## config.mk

```make
export PLATFORM = sky130hd
export DESIGN_NAME = rtcsp_device_flat
export DESIGN_NICKNAME = d
export VERILOG_FILES = /design/src/rtcsp_pkg.sv /design/src/rtcsp_if.sv /design/src/rtcsp_sync.sv /design/src/rtcsp_device.sv /design/src/flat_wrapper.sv
export SDC_FILE = /design/constraint.sdc
export NUM_CORES = 1
export LEC_CHECK = 0
export ABC_AREA = 1
export BUFFER_PORTS_ARGS = -buffer_cell sky130_fd_sc_hd__buf_2
export CORE_MARGIN = 1
export CORE_UTILIZATION = 60
export DETAILED_ROUTE_END_ITERATION = 10
export GPL_TIMING_DRIVEN = 0
export HOLD_SLACK_MARGIN = 0.02
export PLACE_DENSITY_LB_ADDON = 0.2
export SKIP_LAST_GASP = 1
export SLEW_MARGIN = 20
export SYNTH_ARGS = -nofsm -noshare
export SYNTH_HDL_FRONTEND = slang
export SYNTH_SLANG_ARGS = --single-unit
```

## constraint.sdc

```tcl
create_clock -name clk_in -period 1.9 [get_ports clk_in]
set_input_delay 0.38 -clock clk_in [delete_from_list [all_inputs] [get_ports clk_in]]
set_output_delay 0.38 -clock clk_in [all_outputs]
set_load 0.005 [all_outputs]
```

## src/rtcsp_pkg.sv

```systemverilog
// shared constants and types for the rtc serial slave port and its master
package rtcsp_pkg;

	// ==========================================================
	// data path widths
	localparam int unsigned ADDR_W   = 6;
	localparam int unsigned DATA_W   = 8;
	localparam int unsigned CNT_W    = 7;
	localparam int unsigned TMR_W    = 4;
	localparam int unsigned RCNT_W   = 24;

	// ==========================================================
	// address map and bit positions
	localparam logic [ADDR_W-1:0] ADDR_ZERO   = 6'h00;
	localparam logic [ADDR_W-1:0] CLOCK_TOP   = 6'h08; // first address past the clock bytes
	localparam logic [ADDR_W-1:0] ADDR_STEP   = 6'h01;
	localparam logic [2:0]        BIT_FIRST   = 3'h0;
	localparam logic [2:0]        BIT_LAST    = 3'h7;
	localparam logic [2:0]        BIT_STEP    = 3'h1;
	localparam logic [CNT_W-1:0]  LEFT_NONE   = 7'h00;
	localparam logic [CNT_W-1:0]  LEFT_STEP   = 7'h01;
	localparam logic [DATA_W-1:0] BYTE_ZERO   = 8'h00;
	localparam logic              DIR_WRITE   = 1'b1;

	// ==========================================================
	// timing: figures in ns, counts derived at the 20 MHz system clock
	localparam int unsigned CLK_PERIOD_NS            = 50;
	localparam int unsigned SCLK_HALF_NS             = 250; // 2 MHz serial clock at most
	localparam int unsigned SEL_LEAD_NS              = 200; // select low to first clock rise
	localparam int unsigned SEL_LAG_NS               = 200; // last clock to select high
	localparam int unsigned DESELECT_RECOVERY_TIME_NS = 200; // select high between frames
	localparam logic [TMR_W-1:0] SCLK_HALF_CYC =
		TMR_W'((SCLK_HALF_NS + CLK_PERIOD_NS - 1) / CLK_PERIOD_NS);
	localparam logic [TMR_W-1:0] SEL_LEAD_CYC =
		TMR_W'((SEL_LEAD_NS + CLK_PERIOD_NS - 1) / CLK_PERIOD_NS);
	localparam logic [TMR_W-1:0] SEL_LAG_CYC =
		TMR_W'((SEL_LAG_NS + CLK_PERIOD_NS - 1) / CLK_PERIOD_NS);
	localparam logic [TMR_W-1:0] DESELECT_RECOVERY_CYC =
		TMR_W'((DESELECT_RECOVERY_TIME_NS + CLK_PERIOD_NS - 1) / CLK_PERIOD_NS);
	localparam logic [TMR_W-1:0] TMR_ZERO = 4'h0;
	localparam logic [TMR_W-1:0] TMR_STEP = 4'h1;

	// recovery_hold_time: plain default of 1 ms, override per system
	localparam logic [RCNT_W-1:0] RECOVERY_HOLD_CYC_DEFAULT = 24'h004E20;
	localparam logic [RCNT_W-1:0] RCNT_ZERO = 24'h000000;
	localparam logic [RCNT_W-1:0] RCNT_STEP = 24'h000001;

	// ==========================================================
	// state encodings, one-hot
	typedef enum logic [5:0] {
		DEV_ARM     = 6'h01,
		DEV_IDLE    = 6'h02,
		DEV_CMD     = 6'h04,
		DEV_DATA    = 6'h08,
		DEV_FAIL    = 6'h10,
		DEV_RECOVER = 6'h20
	} rtcsp_dev_state_e;

	typedef enum logic [4:0] {
		MST_GAP   = 5'h01,
		MST_IDLE  = 5'h02,
		MST_LEAD  = 5'h04,
		MST_SHIFT = 5'h08,
		MST_LAG   = 5'h10
	} rtcsp_mst_state_e;

endpackage

```

## src/rtcsp_if.sv

```systemverilog
// serial pins between the rtc port and its microcontroller master
interface rtcsp_if;
	logic sclk;
	logic sel_n;
	logic mosi;
	logic miso_drv;
	logic miso_oe;
	logic miso;
	logic rst_n_drv;
	logic rst_n_oe;
	logic rst_n;

	// ==========================================================
	// wire resolution: pulled-up lines, driven only while enabled
	assign miso  = miso_oe ? miso_drv : 1'b1;
	assign rst_n = rst_n_oe ? rst_n_drv : 1'b1;

	modport dev (
		input  sclk,
		input  sel_n,
		input  mosi,
		output miso_drv,
		output miso_oe,
		output rst_n_drv,
		output rst_n_oe
	);

	modport host (
		output sclk,
		output sel_n,
		output mosi,
		input  miso,
		input  rst_n
	);
endinterface

```

## src/rtcsp_sync.sv

```systemverilog
// two-flop synchroniser for a group of asynchronous levels
module rtcsp_sync #(
	parameter int unsigned W = 1
) (
	input  wire logic         clk_in,
	input  wire logic         srst_in,
	input  wire logic         ce_in,
	input  wire logic [W-1:0] d_in,
	output logic      [W-1:0] q_out
);
	typedef struct packed {
		logic [W-1:0] meta;
		logic [W-1:0] sync;
	} rtcsp_sync_s;

	rtcsp_sync_s q, d;

	// ==========================================================
	// first stage feeds only the second stage
	always_comb begin
		d      = q;
		d.meta = d_in;
		d.sync = q.meta;
	end

	always_ff @(posedge clk_in) begin
		if (srst_in) begin
			q <= '0;
		end else if (ce_in) begin
			q <= d;
		end
	end

	assign q_out = q.sync;
endmodule

```

## src/rtcsp_device.sv

```systemverilog
// device end of the rtc serial slave port: command decode, pointer and power-fail lockout
module rtcsp_device #(
	parameter logic [rtcsp_pkg::RCNT_W-1:0] RECOVERY_HOLD_CYC =
		rtcsp_pkg::RECOVERY_HOLD_CYC_DEFAULT
) (
	input  wire logic                            clk_in,
	input  wire logic                            srst_in,
	input  wire logic                            ce_in,
	rtcsp_if.dev                                 bus,
	input  wire logic                            power_fail_trip_in,
	input  wire logic                            battery_switch_level_in,
	input  wire logic [rtcsp_pkg::DATA_W-1:0]    mem_rdata_in,
	output logic      [rtcsp_pkg::ADDR_W-1:0]    mem_addr_out,
	output logic      [rtcsp_pkg::DATA_W-1:0]    mem_wdata_out,
	output logic                                 mem_we_out,
	output logic                                 clock_hold_out,
	output logic                                 divider_reset_out,
	output logic                                 reset_active_out
);

	// ==========================================================
	// state record
	typedef struct packed {
		rtcsp_pkg::rtcsp_dev_state_e     state;
		logic                            sclk_prev;
		logic                            sel_prev;
		logic [rtcsp_pkg::DATA_W-1:0]    rx;
		logic [rtcsp_pkg::DATA_W-1:0]    tx;
		logic [2:0]                      bitcnt;
		logic [rtcsp_pkg::ADDR_W-1:0]    ptr;
		logic                            wr;
		logic                            miso;
		logic                            miso_oe;
		logic                            rst_n_drv;
		logic                            rst_n_oe;
		logic                            rst_act;
		logic [rtcsp_pkg::ADDR_W-1:0]    mem_addr;
		logic [rtcsp_pkg::DATA_W-1:0]    wdata;
		logic                            mem_we;
		logic                            div_rst;
		logic                            hold;
		logic [rtcsp_pkg::RCNT_W-1:0]    rcnt;
	} rtcsp_dev_s;

	rtcsp_dev_s q, d;

	logic [4:0] pins_s;
	logic       sclk_s;
	logic       sel_n_s;
	logic       mosi_s;
	logic       pf_s;
	logic       bat_s;
	logic       rise;
	logic       fall;
	logic [rtcsp_pkg::DATA_W-1:0] rx_next;

	// ==========================================================
	// pin and supply-monitor synchronisation
	// serial pins come from another chip, so edges are found on the synced copies
	rtcsp_sync #(
		.W (5)
	) u_sync (
		.clk_in  (clk_in),
		.srst_in (srst_in),
		.ce_in   (ce_in),
		.d_in    ({bus.sclk, bus.sel_n, bus.mosi, power_fail_trip_in,
		           battery_switch_level_in}),
		.q_out   (pins_s)
	);

	assign {sclk_s, sel_n_s, mosi_s, pf_s, bat_s} = pins_s;

	// edges compared against the last synced level, never the first stage
	assign rise    = sclk_s & ~q.sclk_prev;
	assign fall    = ~sclk_s & q.sclk_prev;
	assign rx_next = {q.rx[rtcsp_pkg::DATA_W-2:0], mosi_s};

	// ==========================================================
	// next-state logic
	always_comb begin
		d           = q;
		d.sclk_prev = sclk_s;
		d.sel_prev  = sel_n_s;
		d.mem_we    = 1'b0;
		d.div_rst   = 1'b0;
		d.rst_n_drv = 1'b0;
		d.mem_addr  = q.ptr;

		case (q.state)
			// after reset a high select must be seen before a falling edge counts
			rtcsp_pkg::DEV_ARM: begin
				if (sel_n_s) begin
					d.state = rtcsp_pkg::DEV_IDLE;
				end
			end
			rtcsp_pkg::DEV_IDLE: begin
				d.bitcnt  = rtcsp_pkg::BIT_FIRST;
				d.miso_oe = 1'b0;
				if (q.sel_prev && !sel_n_s) begin
					d.state = rtcsp_pkg::DEV_CMD;
				end
			end
			// command byte: direction then seven address bits
			rtcsp_pkg::DEV_CMD: begin
				if (rise) begin
					d.rx     = rx_next;
					d.bitcnt = q.bitcnt + rtcsp_pkg::BIT_STEP;
					if (q.bitcnt == rtcsp_pkg::BIT_LAST) begin
						d.wr    = q.rx[rtcsp_pkg::DATA_W-2];
						d.ptr   = rx_next[rtcsp_pkg::ADDR_W-1:0];
						d.state = rtcsp_pkg::DEV_DATA;
					end
				end
			end
			// data bytes in burst until select rises
			rtcsp_pkg::DEV_DATA: begin
				if (rise) begin
					d.rx     = rx_next;
					d.bitcnt = q.bitcnt + rtcsp_pkg::BIT_STEP;
					if (q.bitcnt == rtcsp_pkg::BIT_LAST) begin
						if (q.wr == rtcsp_pkg::DIR_WRITE) begin
							d.mem_we = 1'b1;
							d.wdata  = rx_next;
							d.div_rst = (q.ptr < rtcsp_pkg::CLOCK_TOP);
						end
						// six-bit pointer wraps from the top back to zero
						d.ptr = q.ptr + rtcsp_pkg::ADDR_STEP;
					end
				end
				// read data moves out on falling edges only, one bit per edge, top bit first
				if (fall && q.wr != rtcsp_pkg::DIR_WRITE) begin
					d.miso_oe = 1'b1;
					if (q.bitcnt == rtcsp_pkg::BIT_FIRST) begin
						d.tx   = mem_rdata_in;
						d.miso = mem_rdata_in[rtcsp_pkg::DATA_W-1];
					end else begin
						d.tx   = {q.tx[rtcsp_pkg::DATA_W-2:0], 1'b0};
						d.miso = q.tx[rtcsp_pkg::DATA_W-2];
					end
				end
			end
			rtcsp_pkg::DEV_FAIL: begin
				if (!pf_s) begin
					d.rcnt  = rtcsp_pkg::RCNT_ZERO;
					d.state = rtcsp_pkg::DEV_RECOVER;
				end
			end
			// select is not looked at until the hold time has run out
			rtcsp_pkg::DEV_RECOVER: begin
				d.rcnt = q.rcnt + rtcsp_pkg::RCNT_STEP;
				if (q.rcnt == RECOVERY_HOLD_CYC - rtcsp_pkg::RCNT_STEP) begin
					d.state = rtcsp_pkg::DEV_ARM;
				end
			end
			default: begin
				d.state = rtcsp_pkg::DEV_ARM;
			end
		endcase

		// deselect ends the frame and floats the output at once
		if (sel_n_s && (q.state == rtcsp_pkg::DEV_CMD || q.state == rtcsp_pkg::DEV_DATA)) begin
			d.state   = rtcsp_pkg::DEV_IDLE;
			d.miso_oe = 1'b0;
		end

		// power fail beats everything: abort, clear pointer, drop the strobe
		if (pf_s) begin
			d.state   = rtcsp_pkg::DEV_FAIL;
			d.ptr     = rtcsp_pkg::ADDR_ZERO;
			d.mem_addr = rtcsp_pkg::ADDR_ZERO;
			d.mem_we  = 1'b0;
			d.div_rst = 1'b0;
			d.miso_oe = 1'b0;
			d.bitcnt  = rtcsp_pkg::BIT_FIRST;
		end

		// copies freeze only while the pointer sits on a clock byte mid-frame
		d.hold    = (d.state == rtcsp_pkg::DEV_DATA) && (d.ptr < rtcsp_pkg::CLOCK_TOP);
		d.rst_act = (d.state == rtcsp_pkg::DEV_FAIL) ||
		            (d.state == rtcsp_pkg::DEV_RECOVER);
		d.rst_n_oe = d.rst_act && !bat_s;

		// on battery the pins all float
		if (bat_s) begin
			d.miso_oe  = 1'b0;
			d.rst_n_oe = 1'b0;
		end
	end

	// ==========================================================
	// state register, frozen while the clock enable is low
	always_ff @(posedge clk_in) begin
		if (srst_in) begin
			q       <= '0;
			q.state <= rtcsp_pkg::DEV_ARM;
		end else if (ce_in) begin
			q <= d;
		end
	end

	// ==========================================================
	// outputs straight from the state record
	assign bus.miso_drv      = q.miso;
	assign bus.miso_oe       = q.miso_oe;
	assign bus.rst_n_drv     = q.rst_n_drv;
	assign bus.rst_n_oe      = q.rst_n_oe;
	assign mem_addr_out      = q.mem_addr;
	assign mem_wdata_out     = q.wdata;
	assign mem_we_out        = q.mem_we;
	assign clock_hold_out    = q.hold;
	assign divider_reset_out = q.div_rst;
	assign reset_active_out  = q.rst_act;
endmodule

```

## src/flat_wrapper.sv

```systemverilog
// flat-port wrapper written by rule: the top's interface ports become plain ports
module rtcsp_device_flat 
#(
	parameter logic [rtcsp_pkg::RCNT_W-1:0] RECOVERY_HOLD_CYC =
		rtcsp_pkg::RECOVERY_HOLD_CYC_DEFAULT
)
  (clk_in, srst_in, ce_in, power_fail_trip_in, battery_switch_level_in, mem_rdata_in, mem_addr_out, mem_wdata_out, mem_we_out, clock_hold_out, divider_reset_out, reset_active_out, bus_sclk, bus_sel_n, bus_mosi, bus_miso_drv, bus_miso_oe, bus_rst_n_drv, bus_rst_n_oe);
  rtcsp_if bus_i ();
  input  wire logic clk_in;
  input  wire logic srst_in;
  input  wire logic ce_in;
  input  wire logic power_fail_trip_in;
  input  wire logic battery_switch_level_in;
  input  wire logic [rtcsp_pkg::DATA_W-1:0] mem_rdata_in;
  output logic      [rtcsp_pkg::ADDR_W-1:0] mem_addr_out;
  output logic      [rtcsp_pkg::DATA_W-1:0] mem_wdata_out;
  output logic mem_we_out;
  output logic clock_hold_out;
  output logic divider_reset_out;
  output logic reset_active_out;
  input wire logic [$bits(bus_i.sclk)-1:0] bus_sclk;
  input wire logic [$bits(bus_i.sel_n)-1:0] bus_sel_n;
  input wire logic [$bits(bus_i.mosi)-1:0] bus_mosi;
  output wire logic [$bits(bus_i.miso_drv)-1:0] bus_miso_drv;
  output wire logic [$bits(bus_i.miso_oe)-1:0] bus_miso_oe;
  output wire logic [$bits(bus_i.rst_n_drv)-1:0] bus_rst_n_drv;
  output wire logic [$bits(bus_i.rst_n_oe)-1:0] bus_rst_n_oe;
  assign bus_i.sclk = bus_sclk;
  assign bus_i.sel_n = bus_sel_n;
  assign bus_i.mosi = bus_mosi;
  assign bus_miso_drv = bus_i.miso_drv;
  assign bus_miso_oe = bus_i.miso_oe;
  assign bus_rst_n_drv = bus_i.rst_n_drv;
  assign bus_rst_n_oe = bus_i.rst_n_oe;
  rtcsp_device #(.RECOVERY_HOLD_CYC(RECOVERY_HOLD_CYC)) u_core (.clk_in(clk_in), .srst_in(srst_in), .ce_in(ce_in), .bus(bus_i), .power_fail_trip_in(power_fail_trip_in), .battery_switch_level_in(battery_switch_level_in), .mem_rdata_in(mem_rdata_in), .mem_addr_out(mem_addr_out), .mem_wdata_out(mem_wdata_out), .mem_we_out(mem_we_out), .clock_hold_out(clock_hold_out), .divider_reset_out(divider_reset_out), .reset_active_out(reset_active_out));
endmodule
```

==> metrics.md <==
| Metric | Value |
|---|---|
| Die ar. | 7730 um^2 |
| Max-slew violation count | 0 |
| Ranking of synthesized cells by area | dfxtp_1 39%, nand2_1 11%, a21oi_1 7.7% |
| Cell Chain, Critical Path | ha_1 -> ha_2 -> nand3_2 -> inv_2 -> nand3_2 -> nand2_2 -> o21ai_0 -> nand2_1 -> nand2_1 -> nor2_1 -> nand3_1 -> a21oi_1 |
| CTS Root Cell | clkbuf_8 |
| Longest Clk Path Bufs | 2 |
| Setup crit end kind | flip-flop |
| Layout cells sized above 1 | 18.2% |
| Max Clk Rate | 0.538 GHz |
| LEAKAGE | 2.06 nW |
| Worst path required time | 2.19 ns |
| Startpoint Class | flip-flop |
| GP Congestion | 0.936 |
| Ports | 38 |
| IO Port Bufs | 34 |
| Overall Global Routing Usage | 29.3% |
| Width of the die | 87.9 um |
| # setup viols final | 0 |
| Inst Count DP | 752 |
| Crit Reg-Reg Startpoint | u_core.q[54] |
| Yosys cell types | 43 |
| R2r setup slk | 0.04 ns |
| Initial DRC Count | 271 |
| Slew headroom | 62.7% |
| Post-Synthesis Cells | 622 |
| Status | finished clean |
| Post-route design area | 4970 um^2 |
| Via count | 4282 |
| Biggest area consumer among synthesized cells | dfxtp_1 |
| Initial antenna violation count | 0 |
| CP startpoint | u_core.q[54] |
| Clk_skew | 0.00535 ns |
| H-tree levels | 3 |
| Synth top cells by count | 125 x nand2_1, 87 x dfxtp_1, 68 x a21oi_1 |
| Die Height | 87.9 um |
| Slowest library cell on the worst path | dfxtp_1 |
| Worst skew pair latency | 0.35 ns |
| Slowest Stage Delay on Critical Path | 0.35 ns |
| Top-count cell post-synth | nand2_1 |
| First-pass GRT wire length | 17.4 mm |
| Total gr overflow | 0 |
| Cell area after synthesis | 4430 um^2 |
| Area after DPL | 4720 um^2 |
| Slew @ Worst Pin | 0.559 ns |
| Vias per inst | 5.55 |
| Vias in the first global route | 3883 |
| Post-DP HPWL | 7.84 mm |
| Arr. time, crit path | 2.14 ns |
| Synth warn | 0 |
| R2R depth | 12 |
| Worst Setup EP | u_core.clock_hold_out |
| Initial Util | 63.8% |
| Tmin final | 1.86 ns |
| Core Box Area | 6940 um^2 |
| Peak supply drop | 0.000567 V |
| Top cell type's share of synthesized area | 39.3% |
| Post-Layout Cell Count | 771 |
| Area growth syn-to-layout | 12.2% |
| CTS tree | yes |
| Nets@finish | 692 |
| Period utilization | 97.8% |
| Final hold violations | 0 |
| FFs w/ async S/R, synth | 0% |
| RSZ-0062 raised after global routing | yes |
| Pwr dens | 703 nW/um^2 |
| Antenna cell count | 0 |
| Max Cap Viol | 0 |
| Final wirelength | 10.7 mm |
| Synth Flop Type | dfxtp_1 |
| Number of synthesized flops with an enable pin | 0 |
| DRT Pass-1 Iters | 5 |
| Largest net degree at the start of global routing | 15 |
| Worst min path class | input pin to flip-flop |
| Worst-path clk slew | 0.08 ns |
| Sequential area share after synthesis | 39.3% |
| Avg WL per Cell | 13.8 um |
| Number of CTS-inserted buffers | 9 |
| Synth Register Bits | 87 |
| Std cell rows | 30 |
| Critical Path Fanout Max | 5 |
| Post-route antenna net violation count | 0 |
| Sinks on Clock Net | 87 |
| Net count after synthesis | 643 |
| Post-synthesis area per instance | 7.12 um^2 |
| DRC viols | 0 |
| Reg2reg end | u_core.clock_hold_out |
| CP Class | flip-flop to flip-flop |
[worst max-delay path, delay by kind of cell, from the launching register on]
family / cells / cell delay [ns]
AOI/OAI and AO/OA: 2 / 0.21
adders and majority gates: 2 / 0.38
buffers and inverters: 1 / 0.10
DFF: 1 / 0.35
and+or+nand+nor: 7 / 0.74
[repair_timing]
action                                  in CTS  in global routing
hold buffers                                 0                  0
resized for setup                            2                 11
cloned                                       0                  0
buffers inserted                             0                  4
pin swaps                                    0                  3
endpoints found under the setup margin       1                 29
[worst min-delay path by stage]
stage	depth (start not counted)	endpoint	slack, ns	start
floorplan	1	u_core.q[5]	0.44	u_core.q[5]
detailed placement	2	u_core.mem_we_out	0.46	u_core.mem_we_out
finish	3	u_core.u_sync.d[3]	0.24	bus_sel_n
CTS	3	u_core.u_sync.d[3]	0.24	bus_sel_n
global placement	2	u_core.divider_reset_out	0.45	u_core.divider_reset_out
global route	3	u_core.u_sync.d[0]	0.25	battery_switch_level_in
[layer usage]
layer	share of wire, %	global-route usage, %	wire (um)	up-vias
met5	0	0	0	-
met4	2.3	11.9	248	0
met3	4.8	6.69	515	25
met2	49	50.2	5230	118
met1	44	35.5	4670	1984
li1	-	-	-	2155
[placed cells by master, fill, tap and decap left out, drive strengths merged]
cell and instances:
ha 5, clkinvlp 2, o22ai 3, clkinv 2
xnor2 1, o31ai 1, o21a 3, nand3 42
o21ai 45, nor4 3, a311oi 8, buf 62
nor3b 1, a211oi 8, nand4 12, bufinv 1
xor2 2, nand3b 1, o211ai 3, conb 1
nor3 18, or2 1, dfxtp 87, nor2 69
nand2 131, a21oi 68, a2bb2oi 1, inv 71
clkbuf 23
[where the power goes]
part	total (mW)	internal (mW)	switching [mW]
clock network	1.29	0.636	0.652
registers	1.89	1.86	0.0296
logic	0.317	0.0994	0.217
total	3.49	2.59	0.899
[sequential cells by signal, indices dropped and copies added (netlist names)]
signal                    count
u_core.bus.miso_drv           1
u_core.bus.miso_oe            1
u_core.bus.rst_n_oe           1
u_core.clock_hold_out         1
u_core.divider_reset_out      1
u_core.mem_addr_out           6
u_core.mem_wdata_out          8
u_core.mem_we_out             1
u_core.q                     56
u_core.reset_active_out       1
u_core.u_sync.d               5
u_core.u_sync.q_out           5
[per-stage QoR]
step / setup TNS (ns) / hold WS (ns) / util (%) / worst slack, ns / total power [mW]
floorplan: 0 / 0.444 / - / 0.302 / 2.14
global placement: 0 / 0.453 / 67.9 / 0.0204 / 2.22
detailed placement: 0 / 0.458 / 67.9 / 0.0140 / 2.23
CTS: 0 / 0.236 / 70.9 / 0.0278 / 3.50
global route: -0.161 / 0.251 / 71.5 / -0.0591 / 3.65
finish: 0 / 0.244 / 71.5 / 0.0426 / 3.49
[kinds of logic after synthesis]
group,synth area share (%)
fa+ha+maj,1.41
xor+xnor,0.593
other cells,0.0847
buf+inv,11.2
simple gates,29.6
flops,39.3
compound gates,17.8
[layout make-up]
type                       instances  area (um^2)
buffer                            37          225
clock buffer                      10          138
clock inverter                     5         58.8
fill                             594         1980
inverter                          71          272
multi-input combinational        427         2210
sequential                        87         1750
tap                               96          120
timing repair buffer              38          200
Power figures use the tool's default switching activity.
